File: config.mk
export PLATFORM = sky130hd
export DESIGN_NAME = spuart_serial_port
export DESIGN_NICKNAME = d
export VERILOG_FILES = /design/src/spuart_pkg.sv /design/src/spuart_serial_port.sv
export VERILOG_INCLUDE_DIRS = /design/src
export SDC_FILE = /design/constraint.sdc
export NUM_CORES = 1
export LEC_CHECK = 0
export ABC_CLOCK_PERIOD_IN_PS = 3900
export BUFFER_PORTS_ARGS = -buffer_cell sky130_fd_sc_hd__buf_2
export CORE_MARGIN = 2
export CORE_UTILIZATION = 27
export CTS_CLUSTER_SIZE = 28
export DETAILED_ROUTE_END_ITERATION = 8
export HOLD_SLACK_MARGIN = 0.08
export PLACE_DENSITY = 0.41
export REMOVE_ABC_BUFFERS = 1
export SKIP_CTS_REPAIR_TIMING = 1
export SKIP_LAST_GASP = 1
export SLEW_MARGIN = 10
export SYNTH_ARGS = -nofsm -noshare
export SYNTH_HDL_FRONTEND = slang
export SYNTH_SLANG_ARGS = --single-unit
File: constraint.sdc
create_clock -name i_sys_clk -period 3.9 [get_ports i_sys_clk]
set_input_delay 0.39 -clock i_sys_clk [delete_from_list [all_inputs] [get_ports i_sys_clk]]
set_output_delay 0.39 -clock i_sys_clk [all_outputs]
set_load 0.005 [all_outputs]
File: src/spuart_params.svh
// Offsets, field positions, reset values and timing counts of the serial port
`ifndef SPUART_PARAMS_SVH
`define SPUART_PARAMS_SVH

// ----------------------------------------------------------------------
// Register offsets (byte addresses)
// ----------------------------------------------------------------------
`define SPUART_OFF_CFG 8'h00
`define SPUART_OFF_TXDATA 8'h04
`define SPUART_OFF_RXDATA 8'h08
`define SPUART_OFF_STATUS 8'h0c
`define SPUART_OFF_SILENCE 8'h10

// ----------------------------------------------------------------------
// Configuration fields and reset value
// ----------------------------------------------------------------------
`define SPUART_CFG_W 14
`define SPUART_CFG_BAUD_LSB 0
`define SPUART_CFG_DBITS_LSB 4
`define SPUART_CFG_PAR_LSB 6
`define SPUART_CFG_STOP_BIT 9
`define SPUART_CFG_EXT_BIT 10
`define SPUART_CFG_R422_BIT 11
`define SPUART_CFG_THR_LSB 12
`define SPUART_CFG_RST 14'h203b

// ----------------------------------------------------------------------
// Error byte bit positions
// ----------------------------------------------------------------------
`define SPUART_ERR_INVALID 0
`define SPUART_ERR_BREAK 3
`define SPUART_ERR_FRAME 4
`define SPUART_ERR_PARITY 5
`define SPUART_ERR_OVERRUN 6
`define SPUART_ERR_OVERWRITE 7

// ----------------------------------------------------------------------
// Timing
// ----------------------------------------------------------------------
`define SPUART_CLK_HZ 200000000
`define SPUART_CLK_NS 5
`define SPUART_OVS 16
`define SPUART_OVS_HZ (`SPUART_CLK_HZ / `SPUART_OVS)
`define SPUART_SIL_UNIT_NS 10000
`define SPUART_SIL_CYC (`SPUART_SIL_UNIT_NS / `SPUART_CLK_NS)
`define SPUART_SIL_MAX 16'hffff
`define SPUART_FIFO_DEPTH 16

`endif

File: src/spuart_pkg.sv
// Types shared by the serial port design
package spuart_pkg;

    typedef enum logic [5:0] {
        RX_IDLE = 6'h01,
        RX_START = 6'h02,
        RX_DATA = 6'h04,
        RX_PAR = 6'h08,
        RX_STOP = 6'h10,
        RX_BRK = 6'h20
    } spuart_rx_t;

    typedef enum logic [4:0] {
        TX_IDLE = 5'h01,
        TX_START = 5'h02,
        TX_DATA = 5'h04,
        TX_PAR = 5'h08,
        TX_STOP = 5'h10
    } spuart_tx_t;

    typedef enum logic [2:0] {
        PAR_NONE = 3'h0,
        PAR_ODD = 3'h1,
        PAR_EVEN = 3'h2,
        PAR_MARK = 3'h3,
        PAR_SPACE = 3'h4
    } spuart_par_t;

endpackage : spuart_pkg

File: src/spuart_serial_port.sv
// Serial port with extended receive status, silence timer and threshold
//
// Added by the designer: the placing of the registers and strobed register access.
`include "spuart_params.svh"

// Notes on behaviour
// - Twelve line speeds from 200 to 115200 bps, 115200 after reset.
// - Character width five to eight bits, eight after reset.
// - Parity odd, even, mark, space or none; none after reset.
// - Five-bit characters stop 1 or 1.5; wider ones stop 1 or 2.
// - Normal mode or extended receive mode; normal after reset.
// - Extended mode returns each character with an error byte and its silence count.
// - Error bit 0 marks an invalid character; bits 1 and 2 unused.
// - Error bit 3 marks a break: line low from the start bit through the stop bit.
// - Error bit 4 marks a low first stop bit.
// - Error bit 5 marks a parity mismatch.
// - Error bit 6 marks lost characters, on the first read after.
// - Error bit 7 marks a character stored over an unread one.
// - Each character carries a 16-bit silence count in 10 us units.
// - The silence count saturates at 65535.
// - Silence restarts at character end, reconfiguration or tx end.
// - Current silence since the last character is readable.
// - Threshold flag at 1, 4, 8 or 14 stored bytes; 8 after reset.
module spuart_serial_port
    import spuart_pkg::*;
(
    input wire logic i_sys_clk,
    input wire logic i_nrst,
    input wire logic [7:0] i_addr,
    input wire logic [31:0] i_wdata,
    input wire logic i_wr,
    input wire logic i_rd,
    output logic [31:0] o_rdata,
    input wire logic i_rxd,
    output logic o_txd,
    output logic o_txd_oe,
    output logic o_rx_thresh
);

    // ------------------------------------------------------------------
    // Functions
    // ------------------------------------------------------------------
    function automatic logic [15:0] baud_div(input logic [3:0] sel);
        unique case (sel)
            4'h0: baud_div = 16'(`SPUART_OVS_HZ / 200);
            4'h1: baud_div = 16'(`SPUART_OVS_HZ / 300);
            4'h2: baud_div = 16'(`SPUART_OVS_HZ / 600);
            4'h3: baud_div = 16'(`SPUART_OVS_HZ / 1200);
            4'h4: baud_div = 16'(`SPUART_OVS_HZ / 1800);
            4'h5: baud_div = 16'(`SPUART_OVS_HZ / 2400);
            4'h6: baud_div = 16'(`SPUART_OVS_HZ / 4800);
            4'h7: baud_div = 16'(`SPUART_OVS_HZ / 9600);
            4'h8: baud_div = 16'(`SPUART_OVS_HZ / 19200);
            4'h9: baud_div = 16'(`SPUART_OVS_HZ / 38400);
            4'ha: baud_div = 16'(`SPUART_OVS_HZ / 57600);
            default: baud_div = 16'(`SPUART_OVS_HZ / 115200);
        endcase
    endfunction : baud_div

    function automatic logic par_calc(input logic [7:0] d,
                                      input logic [2:0] sel);
        unique case (sel)
            PAR_ODD: par_calc = ~^d;
            PAR_EVEN: par_calc = ^d;
            PAR_MARK: par_calc = 1'b1;
            default: par_calc = 1'b0;
        endcase
    endfunction : par_calc

    // ------------------------------------------------------------------
    // Configuration
    // ------------------------------------------------------------------
    logic [`SPUART_CFG_W-1:0] cfg_reg;
    logic cfg_wr;
    logic [3:0] baud_sel;
    logic [1:0] dbits_sel;
    logic [2:0] par_sel;
    logic stop_sel;
    logic ext_mode;
    logic r422_mode;
    logic [1:0] thr_sel;
    logic par_en;
    logic [2:0] nb_m1;
    logic [7:0] data_mask;
    logic [4:0] thr_level;

    assign cfg_wr = i_wr && (i_addr == `SPUART_OFF_CFG);
    assign baud_sel = cfg_reg[`SPUART_CFG_BAUD_LSB +: 4];
    assign dbits_sel = cfg_reg[`SPUART_CFG_DBITS_LSB +: 2];
    assign par_sel = cfg_reg[`SPUART_CFG_PAR_LSB +: 3];
    assign stop_sel = cfg_reg[`SPUART_CFG_STOP_BIT];
    assign ext_mode = cfg_reg[`SPUART_CFG_EXT_BIT];
    assign r422_mode = cfg_reg[`SPUART_CFG_R422_BIT];
    assign thr_sel = cfg_reg[`SPUART_CFG_THR_LSB +: 2];
    assign par_en = (par_sel == PAR_ODD) || (par_sel == PAR_EVEN) ||
                    (par_sel == PAR_MARK) || (par_sel == PAR_SPACE);
    assign nb_m1 = 3'({1'b0, dbits_sel} + 3'h4);
    assign data_mask = 8'(8'hff >> (2'h3 - dbits_sel));

    always_comb begin
        unique case (thr_sel)
            2'h0: thr_level = 5'h01;
            2'h1: thr_level = 5'h04;
            2'h2: thr_level = 5'h08;
            default: thr_level = 5'h0e;
        endcase
    end

    always_ff @(posedge i_sys_clk) begin
        if (!i_nrst) begin
            cfg_reg <= `SPUART_CFG_RST;
        end else if (cfg_wr) begin
            cfg_reg <= i_wdata[`SPUART_CFG_W-1:0];
        end
    end

    // ------------------------------------------------------------------
    // Oversampling tick, 16 per bit
    // ------------------------------------------------------------------
    logic [15:0] div_cnt_reg;
    logic [15:0] div_m1;
    logic tick;

    assign div_m1 = 16'(baud_div(baud_sel) - 16'h1);
    assign tick = (div_cnt_reg == div_m1);

    always_ff @(posedge i_sys_clk) begin
        if (!i_nrst || cfg_wr || tick) begin
            div_cnt_reg <= 16'h0;
        end else begin
            div_cnt_reg <= 16'(div_cnt_reg + 16'h1);
        end
    end

    // ------------------------------------------------------------------
    // Silence timer
    // ------------------------------------------------------------------
    logic [11:0] sil_pre_reg;
    logic [15:0] sil_reg;
    logic rx_end;
    logic tx_done;
    logic sil_restart;

    assign sil_restart = rx_end || cfg_wr || tx_done;

    always_ff @(posedge i_sys_clk) begin
        if (!i_nrst || sil_restart) begin
            sil_pre_reg <= 12'h0;
            sil_reg <= 16'h0;
        end else if (sil_pre_reg == 12'(`SPUART_SIL_CYC - 1)) begin
            sil_pre_reg <= 12'h0;
            if (sil_reg != `SPUART_SIL_MAX) begin
                sil_reg <= 16'(sil_reg + 16'h1);
            end
        end else begin
            sil_pre_reg <= 12'(sil_pre_reg + 12'h1);
        end
    end

    // ------------------------------------------------------------------
    // Receiver
    // ------------------------------------------------------------------
    logic rx_meta_reg;
    logic rx_sync_reg;
    spuart_rx_t rx_st_reg;
    logic [3:0] rx_tc_reg;
    logic [2:0] rx_bit_reg;
    logic [7:0] rx_sh_reg;
    logic rx_par_reg;
    logic rx_low_reg;
    logic [15:0] rx_ts_reg;
    logic rx_mid;
    logic [7:0] rx_err;

    always_ff @(posedge i_sys_clk) begin
        if (!i_nrst) begin
            rx_meta_reg <= 1'b1;
            rx_sync_reg <= 1'b1;
        end else begin
            rx_meta_reg <= i_rxd;
            rx_sync_reg <= rx_meta_reg;
        end
    end

    assign rx_mid = tick && (rx_tc_reg == 4'hf);
    assign rx_end = (rx_st_reg == RX_STOP) && rx_mid;

    always_ff @(posedge i_sys_clk) begin
        if (!i_nrst || cfg_wr || (rx_st_reg == RX_IDLE)) begin
            rx_tc_reg <= 4'h0;
        end else if (tick) begin
            if ((rx_st_reg == RX_START) && (rx_tc_reg == 4'h7)) begin
                rx_tc_reg <= 4'h0;
            end else begin
                rx_tc_reg <= 4'(rx_tc_reg + 4'h1);
            end
        end
    end

    always_ff @(posedge i_sys_clk) begin
        if (!i_nrst || cfg_wr) begin
            rx_st_reg <= RX_IDLE;
            rx_bit_reg <= 3'h0;
            rx_sh_reg <= 8'h0;
            rx_par_reg <= 1'b0;
            rx_low_reg <= 1'b0;
            rx_ts_reg <= 16'h0;
        end else begin
            unique case (rx_st_reg)
                RX_IDLE: begin
                    if (tick && !rx_sync_reg) begin
                        rx_st_reg <= RX_START;
                        rx_ts_reg <= sil_reg;
                    end
                end
                RX_START: begin
                    if (tick && (rx_tc_reg == 4'h7)) begin
                        rx_st_reg <= rx_sync_reg ? RX_IDLE : RX_DATA;
                        rx_bit_reg <= 3'h0;
                        rx_sh_reg <= 8'h0;
                        rx_low_reg <= 1'b1;
                    end
                end
                RX_DATA: begin
                    if (rx_mid) begin
                        rx_sh_reg[rx_bit_reg] <= rx_sync_reg;
                        if (rx_sync_reg) begin
                            rx_low_reg <= 1'b0;
                        end
                        if (rx_bit_reg == nb_m1) begin
                            rx_st_reg <= par_en ? RX_PAR : RX_STOP;
                        end else begin
                            rx_bit_reg <= 3'(rx_bit_reg + 3'h1);
                        end
                    end
                end
                RX_PAR: begin
                    if (rx_mid) begin
                        rx_par_reg <= rx_sync_reg;
                        if (rx_sync_reg) begin
                            rx_low_reg <= 1'b0;
                        end
                        rx_st_reg <= RX_STOP;
                    end
                end
                RX_STOP: begin
                    if (rx_mid) begin
                        rx_st_reg <= rx_sync_reg ? RX_IDLE : RX_BRK;
                    end
                end
                RX_BRK: begin
                    if (rx_sync_reg) begin
                        rx_st_reg <= RX_IDLE;
                    end
                end
            endcase
        end
    end

    // ------------------------------------------------------------------
    // Receive FIFO
    // ------------------------------------------------------------------
    logic [31:0] fifo_mem [`SPUART_FIFO_DEPTH];
    logic [3:0] wr_ptr_reg;
    logic [3:0] rd_ptr_reg;
    logic [4:0] cnt_reg;
    logic ovr_reg;
    logic fifo_full;
    logic pop;
    logic overwrite;
    logic [3:0] wr_idx;
    logic [31:0] rx_head;
    logic [7:0] rd_err;

    assign fifo_full = (cnt_reg == 5'(`SPUART_FIFO_DEPTH));
    assign pop = i_rd && (i_addr == `SPUART_OFF_RXDATA) && (cnt_reg != 5'h0);
    assign overwrite = rx_end && fifo_full && !pop;
    assign wr_idx = overwrite ? 4'(wr_ptr_reg - 4'h1) : wr_ptr_reg;

    always_comb begin
        rx_err = 8'h0;
        rx_err[`SPUART_ERR_BREAK] = rx_low_reg && !rx_sync_reg;
        rx_err[`SPUART_ERR_FRAME] = !rx_sync_reg;
        rx_err[`SPUART_ERR_PARITY] = par_en &&
            (rx_par_reg != par_calc(rx_sh_reg, par_sel));
        rx_err[`SPUART_ERR_OVERWRITE] = overwrite;
        rx_err[`SPUART_ERR_INVALID] = |rx_err[7:3];
    end

    always_ff @(posedge i_sys_clk) begin
        if (rx_end) begin
            fifo_mem[wr_idx] <= {rx_ts_reg, rx_err, rx_sh_reg};
        end
    end

    always_ff @(posedge i_sys_clk) begin
        if (!i_nrst || cfg_wr) begin
            wr_ptr_reg <= 4'h0;
            rd_ptr_reg <= 4'h0;
            cnt_reg <= 5'h0;
        end else begin
            if (rx_end && !overwrite) begin
                wr_ptr_reg <= 4'(wr_ptr_reg + 4'h1);
            end
            if (pop) begin
                rd_ptr_reg <= 4'(rd_ptr_reg + 4'h1);
            end
            if ((rx_end && !overwrite) && !pop) begin
                cnt_reg <= 5'(cnt_reg + 5'h1);
            end else if (pop && !rx_end) begin
                cnt_reg <= 5'(cnt_reg - 5'h1);
            end
        end
    end

    // Lost-data flag: a new loss wins over the read that clears it
    always_ff @(posedge i_sys_clk) begin
        if (!i_nrst || cfg_wr) begin
            ovr_reg <= 1'b0;
        end else begin
            ovr_reg <= (ovr_reg && !pop) || overwrite;
        end
    end

    always_ff @(posedge i_sys_clk) begin
        if (!i_nrst) begin
            o_rx_thresh <= 1'b0;
        end else begin
            o_rx_thresh <= (cnt_reg >= thr_level);
        end
    end

    // ------------------------------------------------------------------
    // Transmitter
    // ------------------------------------------------------------------
    logic [7:0] tx_hold_reg;
    logic tx_hold_vld_reg;
    spuart_tx_t tx_st_reg;
    logic [5:0] tx_tc_reg;
    logic [2:0] tx_bit_reg;
    logic [7:0] tx_sh_reg;
    logic tx_par_reg;
    logic tx_wr;
    logic tx_bit_end;
    logic [5:0] stop_m1;

    assign tx_wr = i_wr && (i_addr == `SPUART_OFF_TXDATA);
    assign tx_bit_end = tick && (tx_tc_reg[3:0] == 4'hf);
    assign stop_m1 = !stop_sel ? 6'h0f :
                     (dbits_sel == 2'h0) ? 6'h17 : 6'h1f;
    assign tx_done = (tx_st_reg == TX_STOP) && tick && (tx_tc_reg == stop_m1);

    always_ff @(posedge i_sys_clk) begin
        if (!i_nrst || cfg_wr) begin
            tx_hold_reg <= 8'h0;
            tx_hold_vld_reg <= 1'b0;
        end else if (tx_wr && !tx_hold_vld_reg) begin
            tx_hold_reg <= i_wdata[7:0] & data_mask;
            tx_hold_vld_reg <= 1'b1;
        end else if (tx_st_reg == TX_IDLE) begin
            tx_hold_vld_reg <= 1'b0;
        end
    end

    always_ff @(posedge i_sys_clk) begin
        if (!i_nrst || cfg_wr || (tx_st_reg == TX_IDLE) ||
            (tx_bit_end && (tx_st_reg != TX_STOP)) || tx_done) begin
            tx_tc_reg <= 6'h0;
        end else if (tick) begin
            tx_tc_reg <= 6'(tx_tc_reg + 6'h1);
        end
    end

    always_ff @(posedge i_sys_clk) begin
        if (!i_nrst) begin
            tx_st_reg <= TX_IDLE;
            tx_bit_reg <= 3'h0;
            tx_sh_reg <= 8'h0;
            tx_par_reg <= 1'b0;
            o_txd <= 1'b1;
            o_txd_oe <= 1'b0;
        end else if (cfg_wr) begin
            tx_st_reg <= TX_IDLE;
            o_txd <= 1'b1;
            o_txd_oe <= i_wdata[`SPUART_CFG_R422_BIT];
        end else begin
            unique case (tx_st_reg)
                TX_IDLE: begin
                    o_txd <= 1'b1;
                    o_txd_oe <= r422_mode || tx_hold_vld_reg;
                    if (tx_hold_vld_reg) begin
                        tx_st_reg <= TX_START;
                        tx_sh_reg <= tx_hold_reg;
                        tx_par_reg <= par_calc(tx_hold_reg, par_sel);
                        tx_bit_reg <= 3'h0;
                        o_txd <= 1'b0;
                    end
                end
                TX_START: begin
                    if (tx_bit_end) begin
                        tx_st_reg <= TX_DATA;
                        o_txd <= tx_sh_reg[0];
                    end
                end
                TX_DATA: begin
                    if (tx_bit_end) begin
                        if (tx_bit_reg == nb_m1) begin
                            tx_st_reg <= par_en ? TX_PAR : TX_STOP;
                            o_txd <= par_en ? tx_par_reg : 1'b1;
                        end else begin
                            tx_bit_reg <= 3'(tx_bit_reg + 3'h1);
                            tx_sh_reg <= {1'b0, tx_sh_reg[7:1]};
                            o_txd <= tx_sh_reg[1];
                        end
                    end
                end
                TX_PAR: begin
                    if (tx_bit_end) begin
                        tx_st_reg <= TX_STOP;
                        o_txd <= 1'b1;
                    end
                end
                TX_STOP: begin
                    if (tx_done) begin
                        tx_st_reg <= TX_IDLE;
                        o_txd_oe <= r422_mode;
                    end
                end
            endcase
        end
    end

    // ------------------------------------------------------------------
    // Register read port
    // ------------------------------------------------------------------
    assign rx_head = fifo_mem[rd_ptr_reg];

    always_comb begin
        rd_err = rx_head[15:8];
        rd_err[`SPUART_ERR_OVERRUN] = ovr_reg;
        rd_err[`SPUART_ERR_INVALID] = rx_head[8] || ovr_reg;
    end

    always_ff @(posedge i_sys_clk) begin
        if (!i_nrst || !i_rd) begin
            o_rdata <= 32'h0;
        end else begin
            unique case (i_addr)
                `SPUART_OFF_CFG: begin
                    o_rdata <= {18'h0, cfg_reg};
                end
                `SPUART_OFF_RXDATA: begin
                    if (cnt_reg == 5'h0) begin
                        o_rdata <= 32'h0;
                    end else if (ext_mode) begin
                        o_rdata <= {rx_head[31:16], rd_err,
                                    rx_head[7:0]};
                    end else begin
                        o_rdata <= {24'h0, rx_head[7:0]};
                    end
                end
                `SPUART_OFF_STATUS: begin
                    o_rdata <= {24'h0, tx_hold_vld_reg,
                                (tx_st_reg != TX_IDLE), o_rx_thresh,
                                cnt_reg};
                end
                `SPUART_OFF_SILENCE: begin
                    o_rdata <= {16'h0, sil_reg};
                end
                default: begin
                    o_rdata <= 32'h0;
                end
            endcase
        end
    end

endmodule : spuart_serial_port

==> results by group, run 1 <==
Logic synthesis
  • Synthesized area: 0.02740 mm^2
  • Top cell type by total area after synthesis: edfxtp_1
  • Share of flip-flops with an asynchronous set or reset: 0%
  • Share of the synthesized area in the top cell type: 50.85%
  • Cell with the most instances after synthesis: edfxtp_1
  • Top post-synthesis cells by count: 464 x edfxtp_1, 200 x dfxtp_1, 167 x nor2_1
  • Avg Cell Area, Syn: 14.91 um^2
  • Yosys reg bits: 664
  • Post-synth EDFFs: 464
  • Register area share after synthesis: 65.46%
  • Cell count after synthesis: 1838
  • Ys flop type: edfxtp_1
  • Synth Warn #: 0
  • Top cells by area, synth: edfxtp_1 51%, dfxtp_1 15%, mux4_2 12%, nor2_1 2.3%, mux2i_1 1.8%
  • Count of unique library cells instantiated by Yosys: 81

Layout
  • Net total in the final layout: 2051
  • Top flop regs: fifo_mem: 464 flops, o_rdata: 32 flops
  • Largest reg by FF count: fifo_mem
  • Antenna Cells: 0
  • Syn-to-layout area delta: 20.01%
  • Max reg flops: 464
  • Layout cells sized above 1: 22.84%

GRT
  • Largest net degree at the start of global routing: 73
  • Vias in the first global route: 16570
  • Grt total ovfl: 0
  • First-pass GRT wire length: 109800 um
  • Initial antenna violation count: 3
  • Gr usage total: 14.26%

Timing
  • Final Cycle Share: 94.39%
  • Hold Fails Final Rpt: 0
  • Final worst slack: 218.7 ps
  • Final setup viols: 0
  • Worst-margin pin slew: 1258 ps
  • Minimum clock period: 3681 ps
  • WHS: 115.3 ps
  • Peak Freq: 271.6 MHz
  • Skew final: 23.40 ps
  • Slew HR: 15.46%
  • Final Slew Violations: 0
  • RSZ-0062 raised after global routing: true

Route
  • Vias: 16250
  • DR vias/cell: 4.776
  • Drt pass-1 iters: 9
  • Iteration-0 DRC Markers: 1289
  • Final WL: 73750 um
  • ANT nets after route: 0
  • DRC Markers: 0
  • Routed len/inst: 21.68 um

Power and ir drop
  • Worst VDD drop: 278.7 uV
  • Pwr dens: 462.8 mW/mm^2
  • Leakage power: 10.92 nW

Floorplan
  • Full die area: 0.1041 mm^2
  • Num ports: 80
  • Core area: 0.1003 mm^2
  • Height of the die: 322.6 um
  • DIE WIDTH: 322.6 um
  • Rows: 116
  • Starting Density: 27.32%

Clock network
  • Sink Count: 664
  • H-Tree Depth: 3
  • Number of buffers created by CTS: 78
  • Clk slew on worst S/H paths: 60 ps
  • CTS root buffer: clkbuf_16
  • CTS tree: done
  • Clk_lat worst skew: 630 ps
  • Clock buffer depth: 3

Placement
  • IO Port Bufs: 61
  • DP HPWL: 47930 um
  • Gpl congestion: 0.8104
  • Setup WS pre-CTS: 87.52 ps

Min path
  • Hold WC Path Type: in2reg

Flow run
  • Max-Cap Viols: 0

Worst setup path
  • CP required: 4440 ps
  • Worst setup EP type: register
  • CP max FO: 4
  • Crit start category: register
  • Crit Path Class: reg2reg
  • Critical Path AT: 4220 ps

Run status
  • Run status: completed
-- worst paths after layout --
path	startpoint	to	slack (ps)	cells past startpoint
setup / recovery	register	cnt_reg[4]	220	13
hold / removal	i_wdata[13]	cfg_reg[13]	120	3
setup reg to reg	register	cnt_reg[4]	220	13
hold reg to reg	rx_meta_reg	rx_sync_reg	410	1
-- area by class of cell --
cell class / instances / area, um^2
well taps: 1357 / 1698
clock inverters: 37 / 436.7
multi-input cells: 1052 / 9148
inverters: 26 / 97.59
fillers: 9778 / 67400
repair buffers: 158 / 1369
clock buffers: 108 / 2188
flip-flops and latches: 664 / 17950
-- cell families (layout without fill, tap and decap cells) --
| logic type | after synthesis | count (layout) | share of synthesized area (%) |
|---|---|---|---|
| adders and majority gates | 26 | 26 | 1.215 |
| muxes | 193 | 193 | 13.50 |
| xor gates and xnor gates | 90 | 90 | 2.877 |
| buffers and inverters | 122 | 329 | 1.840 |
| AOI/OAI and AO/OA | 227 | 227 | 5.625 |
| and+or+nand+nor | 516 | 516 | 9.484 |
| DFF | 664 | 664 | 65.46 |
-- cells in the final DEF (no fill, tap or decap), types with 13 or more instances in the layout --
cell / Yosys / routed
edfxtp_1: 464 / 464
dfxtp_1: 200 / 196
nor2_1: 167 / 150
mux4_2: 141 / 141
nand2_1: 118 / 117
clkbuf_16: 0 / 81
a21oi_1: 71 / 71
buf_2: 10 / 61
buf_4: 1 / 59
xnor2_1: 56 / 56
nand3_1: 53 / 52
mux2i_1: 49 / 49
o21ai_0: 36 / 36
xor2_1: 34 / 34
nor2b_1: 31 / 31
inv_1: 26 / 26
ha_1: 25 / 25
buf_12: 0 / 24
clkbuf_1: 67 / 21
o211ai_1: 20 / 20
and3_1: 19 / 19
nor3_1: 19 / 18
nand4_1: 16 / 16
nor2_4: 0 / 16
clkinv_2: 0 / 16
dlygate4sd3_1: 0 / 14
o31ai_1: 13 / 13
nor4_1: 14 / 13
-- power by group --
| group | internal [W] | switching (W) |
|---|---|---|
| Combinational | 0.000115 | 0.000196 |
| Sequential | 0.00747 | 0.0000350 |
| Clock | 0.00443 | 0.00297 |
-- routing by layer --
metal | vias to the layer above | GRT usage (%) | part of all wire, %
li1 | 7404 | - | -
met5 | - | 0 | 0.018
met2 | 361 | 22.85 | 47
met1 | 8377 | 19.96 | 47
met4 | 2 | 4.019 | 2.2
met3 | 103 | 2.267 | 4.1
-- stage by stage --
stage | setup TNS [ps] | utilization (%) | cell area [um^2] | total power, W | instances
2_1_floorplan | -224490 | - | 27000 | 0.007843 | 1742
3_3_place_gp | 0 | 29.99 | 30080 | 0.007947 | 3243
3_5_place_dp | 0 | 29.99 | 30080 | 0.007951 | 3243
4_1_cts | 0 | 32.61 | 32700 | 0.01544 | 3388
5_1_grt | -18.29 | 32.79 | 32890 | 0.01574 | 3402
6_report | 0 | 32.79 | 32890 | 0.01522 | 3402
-- critical path: stages, from the launching register on --
cell and delay [ps]:
dfxtp_1 390, inv_1 80, ha_1 300, xnor2_1 150
nor4_2 250, nand4_1 190, or4_4 530, nor3_2 290
nand3_2 180, fa_1 430, a21o_1 170, a21o_1 200
o221a_2 260, a211oi_1 190
(Power assumes the default switching activity.)
==> inputs of run 2 (changes only) <==
--- a/config.mk
+++ b/config.mk
@@ -14,6 +14,7 @@
 export DETAILED_ROUTE_END_ITERATION = 8
 export HOLD_SLACK_MARGIN = 0.08
 export PLACE_DENSITY = 0.41
+export RECOVER_POWER = 50
 export REMOVE_ABC_BUFFERS = 1
 export SKIP_CTS_REPAIR_TIMING = 1
 export SKIP_LAST_GASP = 1
==> run 2 against run 1 <==
Against the previous run:
- the flow now finishes with violations (capacitance limit, slew limit)
- final area down 0.41%
- wire length rose by 0.22%
- fmax about the same
- largest power group unchanged
- via count grew 0.33%
- combinational power about the same
==> results by group, run 2 (synthesis results as in run 1) <==
Clock network
  • Number of buffers created by CTS: 78
  • CTS tree: done
  • H-Tree Depth: 3
  • Clock buffer depth: 3
  • CTS root buffer: clkbuf_16
  • Sink Count: 664
  • Clk slew on worst S/H paths: 60 ps
  • Clk_lat worst skew: 630 ps

Worst setup path
  • Worst-case reg-to-reg path depth: 13
  • Worst setup EP type: register
  • Critical Path AT: 4220 ps
  • R2R Setup Slk: 220 ps
  • Worst reg2reg endpoint: cnt_reg[4]
  • CP required: 4440 ps
  • CP max FO: 4
  • Crit start category: register
  • Crit Path Class: reg2reg

Layout
  • Most frequent cells in the layout: 464 x edfxtp_1, 196 x dfxtp_1, 151 x nor2_1, 141 x mux4_2, 118 x nand2_1
  • Leading cell type in the layout, fill and taps excluded: edfxtp_1
  • Filler cell count: 9809
  • Area occupied by registers: 0.01794 mm^2
  • Syn-to-layout area delta: 19.52%
  • Net total in the final layout: 2051
  • Top flop regs: fifo_mem: 464 flops, o_rdata: 32 flops
  • Layout cells sized above 1: 20.59%
  • Max reg flops: 464
  • Area of the multi-input gates: 0.009128 mm^2
  • Post-Layout Inst Area: 0.03275 mm^2
  • Antenna Cells: 0
  • Largest reg by FF count: fifo_mem

GRT
  • Largest net degree at the start of global routing: 73
  • Initial antenna violation count: 3
  • Grt total ovfl: 0
  • First-pass GRT wire length: 109800 um
  • Gr usage total: 14.26%
  • Vias in the first global route: 16570

Floorplan
  • Core area: 0.1003 mm^2
  • Rows: 116
  • Height of the die: 322.6 um
  • DIE WIDTH: 322.6 um
  • Full die area: 0.1041 mm^2
  • Starting Density: 27.32%
  • Num ports: 80

Placement
  • DP HPWL: 47930 um
  • IO Port Bufs: 61
  • Gpl congestion: 0.8104
  • Area post-placement: 0.03008 mm^2

Power and ir drop
  • Flop pwr share: 49.4%
  • Leakage power: 10.72 nW
  • Net Sw Power: 0.003194 W
  • Switching share of power: 21.00%
  • Worst VDD drop: 275.6 uV
  • Clock power frac: 48.6%
  • Int Pwr: 0.01202 W
  • Combinational power share: 2.0%
  • Pwr dens: 464.5 mW/mm^2

Route
  • Drt pass-1 iters: 8
  • Routed len/inst: 21.72 um
  • DRC Markers: 0
  • Final WL: 73910 um
  • Vias: 16300
  • DR vias/cell: 4.791
  • Iteration-0 DRC Markers: 1227
  • ANT nets after route: 0

Timing
  • Hold Fails Final Rpt: 0
  • Worst-margin pin slew: 1637 ps
  • Final setup viols: 0
  • Peak Freq: 271.8 MHz
  • Final Cycle Share: 94.35%
  • WHS: 119.0 ps
  • Slew HR: -9.531%
  • Final Slew Violations: 20
  • Skew final: 23.95 ps
  • Minimum clock period: 3680 ps
  • RSZ-0062 raised after global routing: true

Run status
  • Failing checks: capacitance limit, slew limit
  • Run status: finished with violations

Min path
  • Hold Path Depth: 3
  • Hold Crit Start: i_wdata[13]
  • Hold WC Path Type: in2reg
  • End of the worst hold path: cfg_reg[13]

Flow run
  • Max-Cap Viols: 1
-- run 2: cell types whose count changed in the layout (fill, tap and decap cells not counted), sizes merged --
cell,before,now
buf,144,97
clkbuf,108,155
-- run 2: metal layers --
layer	global-route usage, %	wire length, um	vias up
met2	22.85	34500	390
met1	19.96	34650	8402
met4	4.019	1712	2
met3	2.267	3026	109
li1	-	-	7397
met5	0	13	-
-- run 2: power groups by stage --
stage	clock, W	sequential [W]	combinational, W
after global placement	0	0.00765	0.000294
after CTS	0.00763	0.00750	0.000299
final	0.00740	0.00751	0.000307
after floorplan	0	0.00765	0.000197
after detailed placement	0	0.00765	0.000297
after global routing	0.00790	0.00751	0.000335
-- run 2: final cells by class --
class / instances / area share, %
clock buffers: 108 / 6.682
clock inverters: 37 / 1.333
inverters: 26 / 0.2980
multi-input cells: 1052 / 27.87
flip-flops and latches: 664 / 54.79
well taps: 1357 / 5.184
repair buffers: 158 / 3.840
-- run 2: worst max path at each step --
| stage | endpoint | slack, ps | from | cells past startpoint |
|---|---|---|---|---|
| after CTS | cnt_reg[4] | 80 | register | 12 |
| after floorplan | o_rdata[11] | -2540 | register | 6 |
| after global routing | cnt_reg[4] | -20 | register | 13 |
| after detailed placement | cnt_reg[4] | 90 | register | 12 |
| final | cnt_reg[4] | 220 | register | 13 |
| after global placement | cnt_reg[4] | 90 | register | 12 |
-- run 2: worst max-delay path: stages (launching register included) --
cell      delay [ps]
dfxtp_1          390
inv_1             80
ha_1             300
xnor2_1          150
nor4_2           250
nand4_1          190
or4_4            530
nor3_2           290
nand3_2          180
fa_1             430
a21o_1           180
a21o_1           200
o221a_2          260
a211oi_1         190
-- run 2: metrics by stage --
step | power, W | setup TNS [ps] | worst slack, ps | utilization, % | std cells
after floorplan | 0.007843 | -224490 | -2545 | - | 1742
after detailed placement | 0.007951 | 0 | 87.52 | 29.99 | 3243
after global placement | 0.007947 | 0 | 90.07 | 29.99 | 3243
final | 0.01521 | 0 | 220.2 | 32.66 | 3402
after CTS | 0.01544 | 0 | 81.04 | 32.61 | 3388
after global routing | 0.01574 | -18.29 | -18.29 | 32.66 | 3402
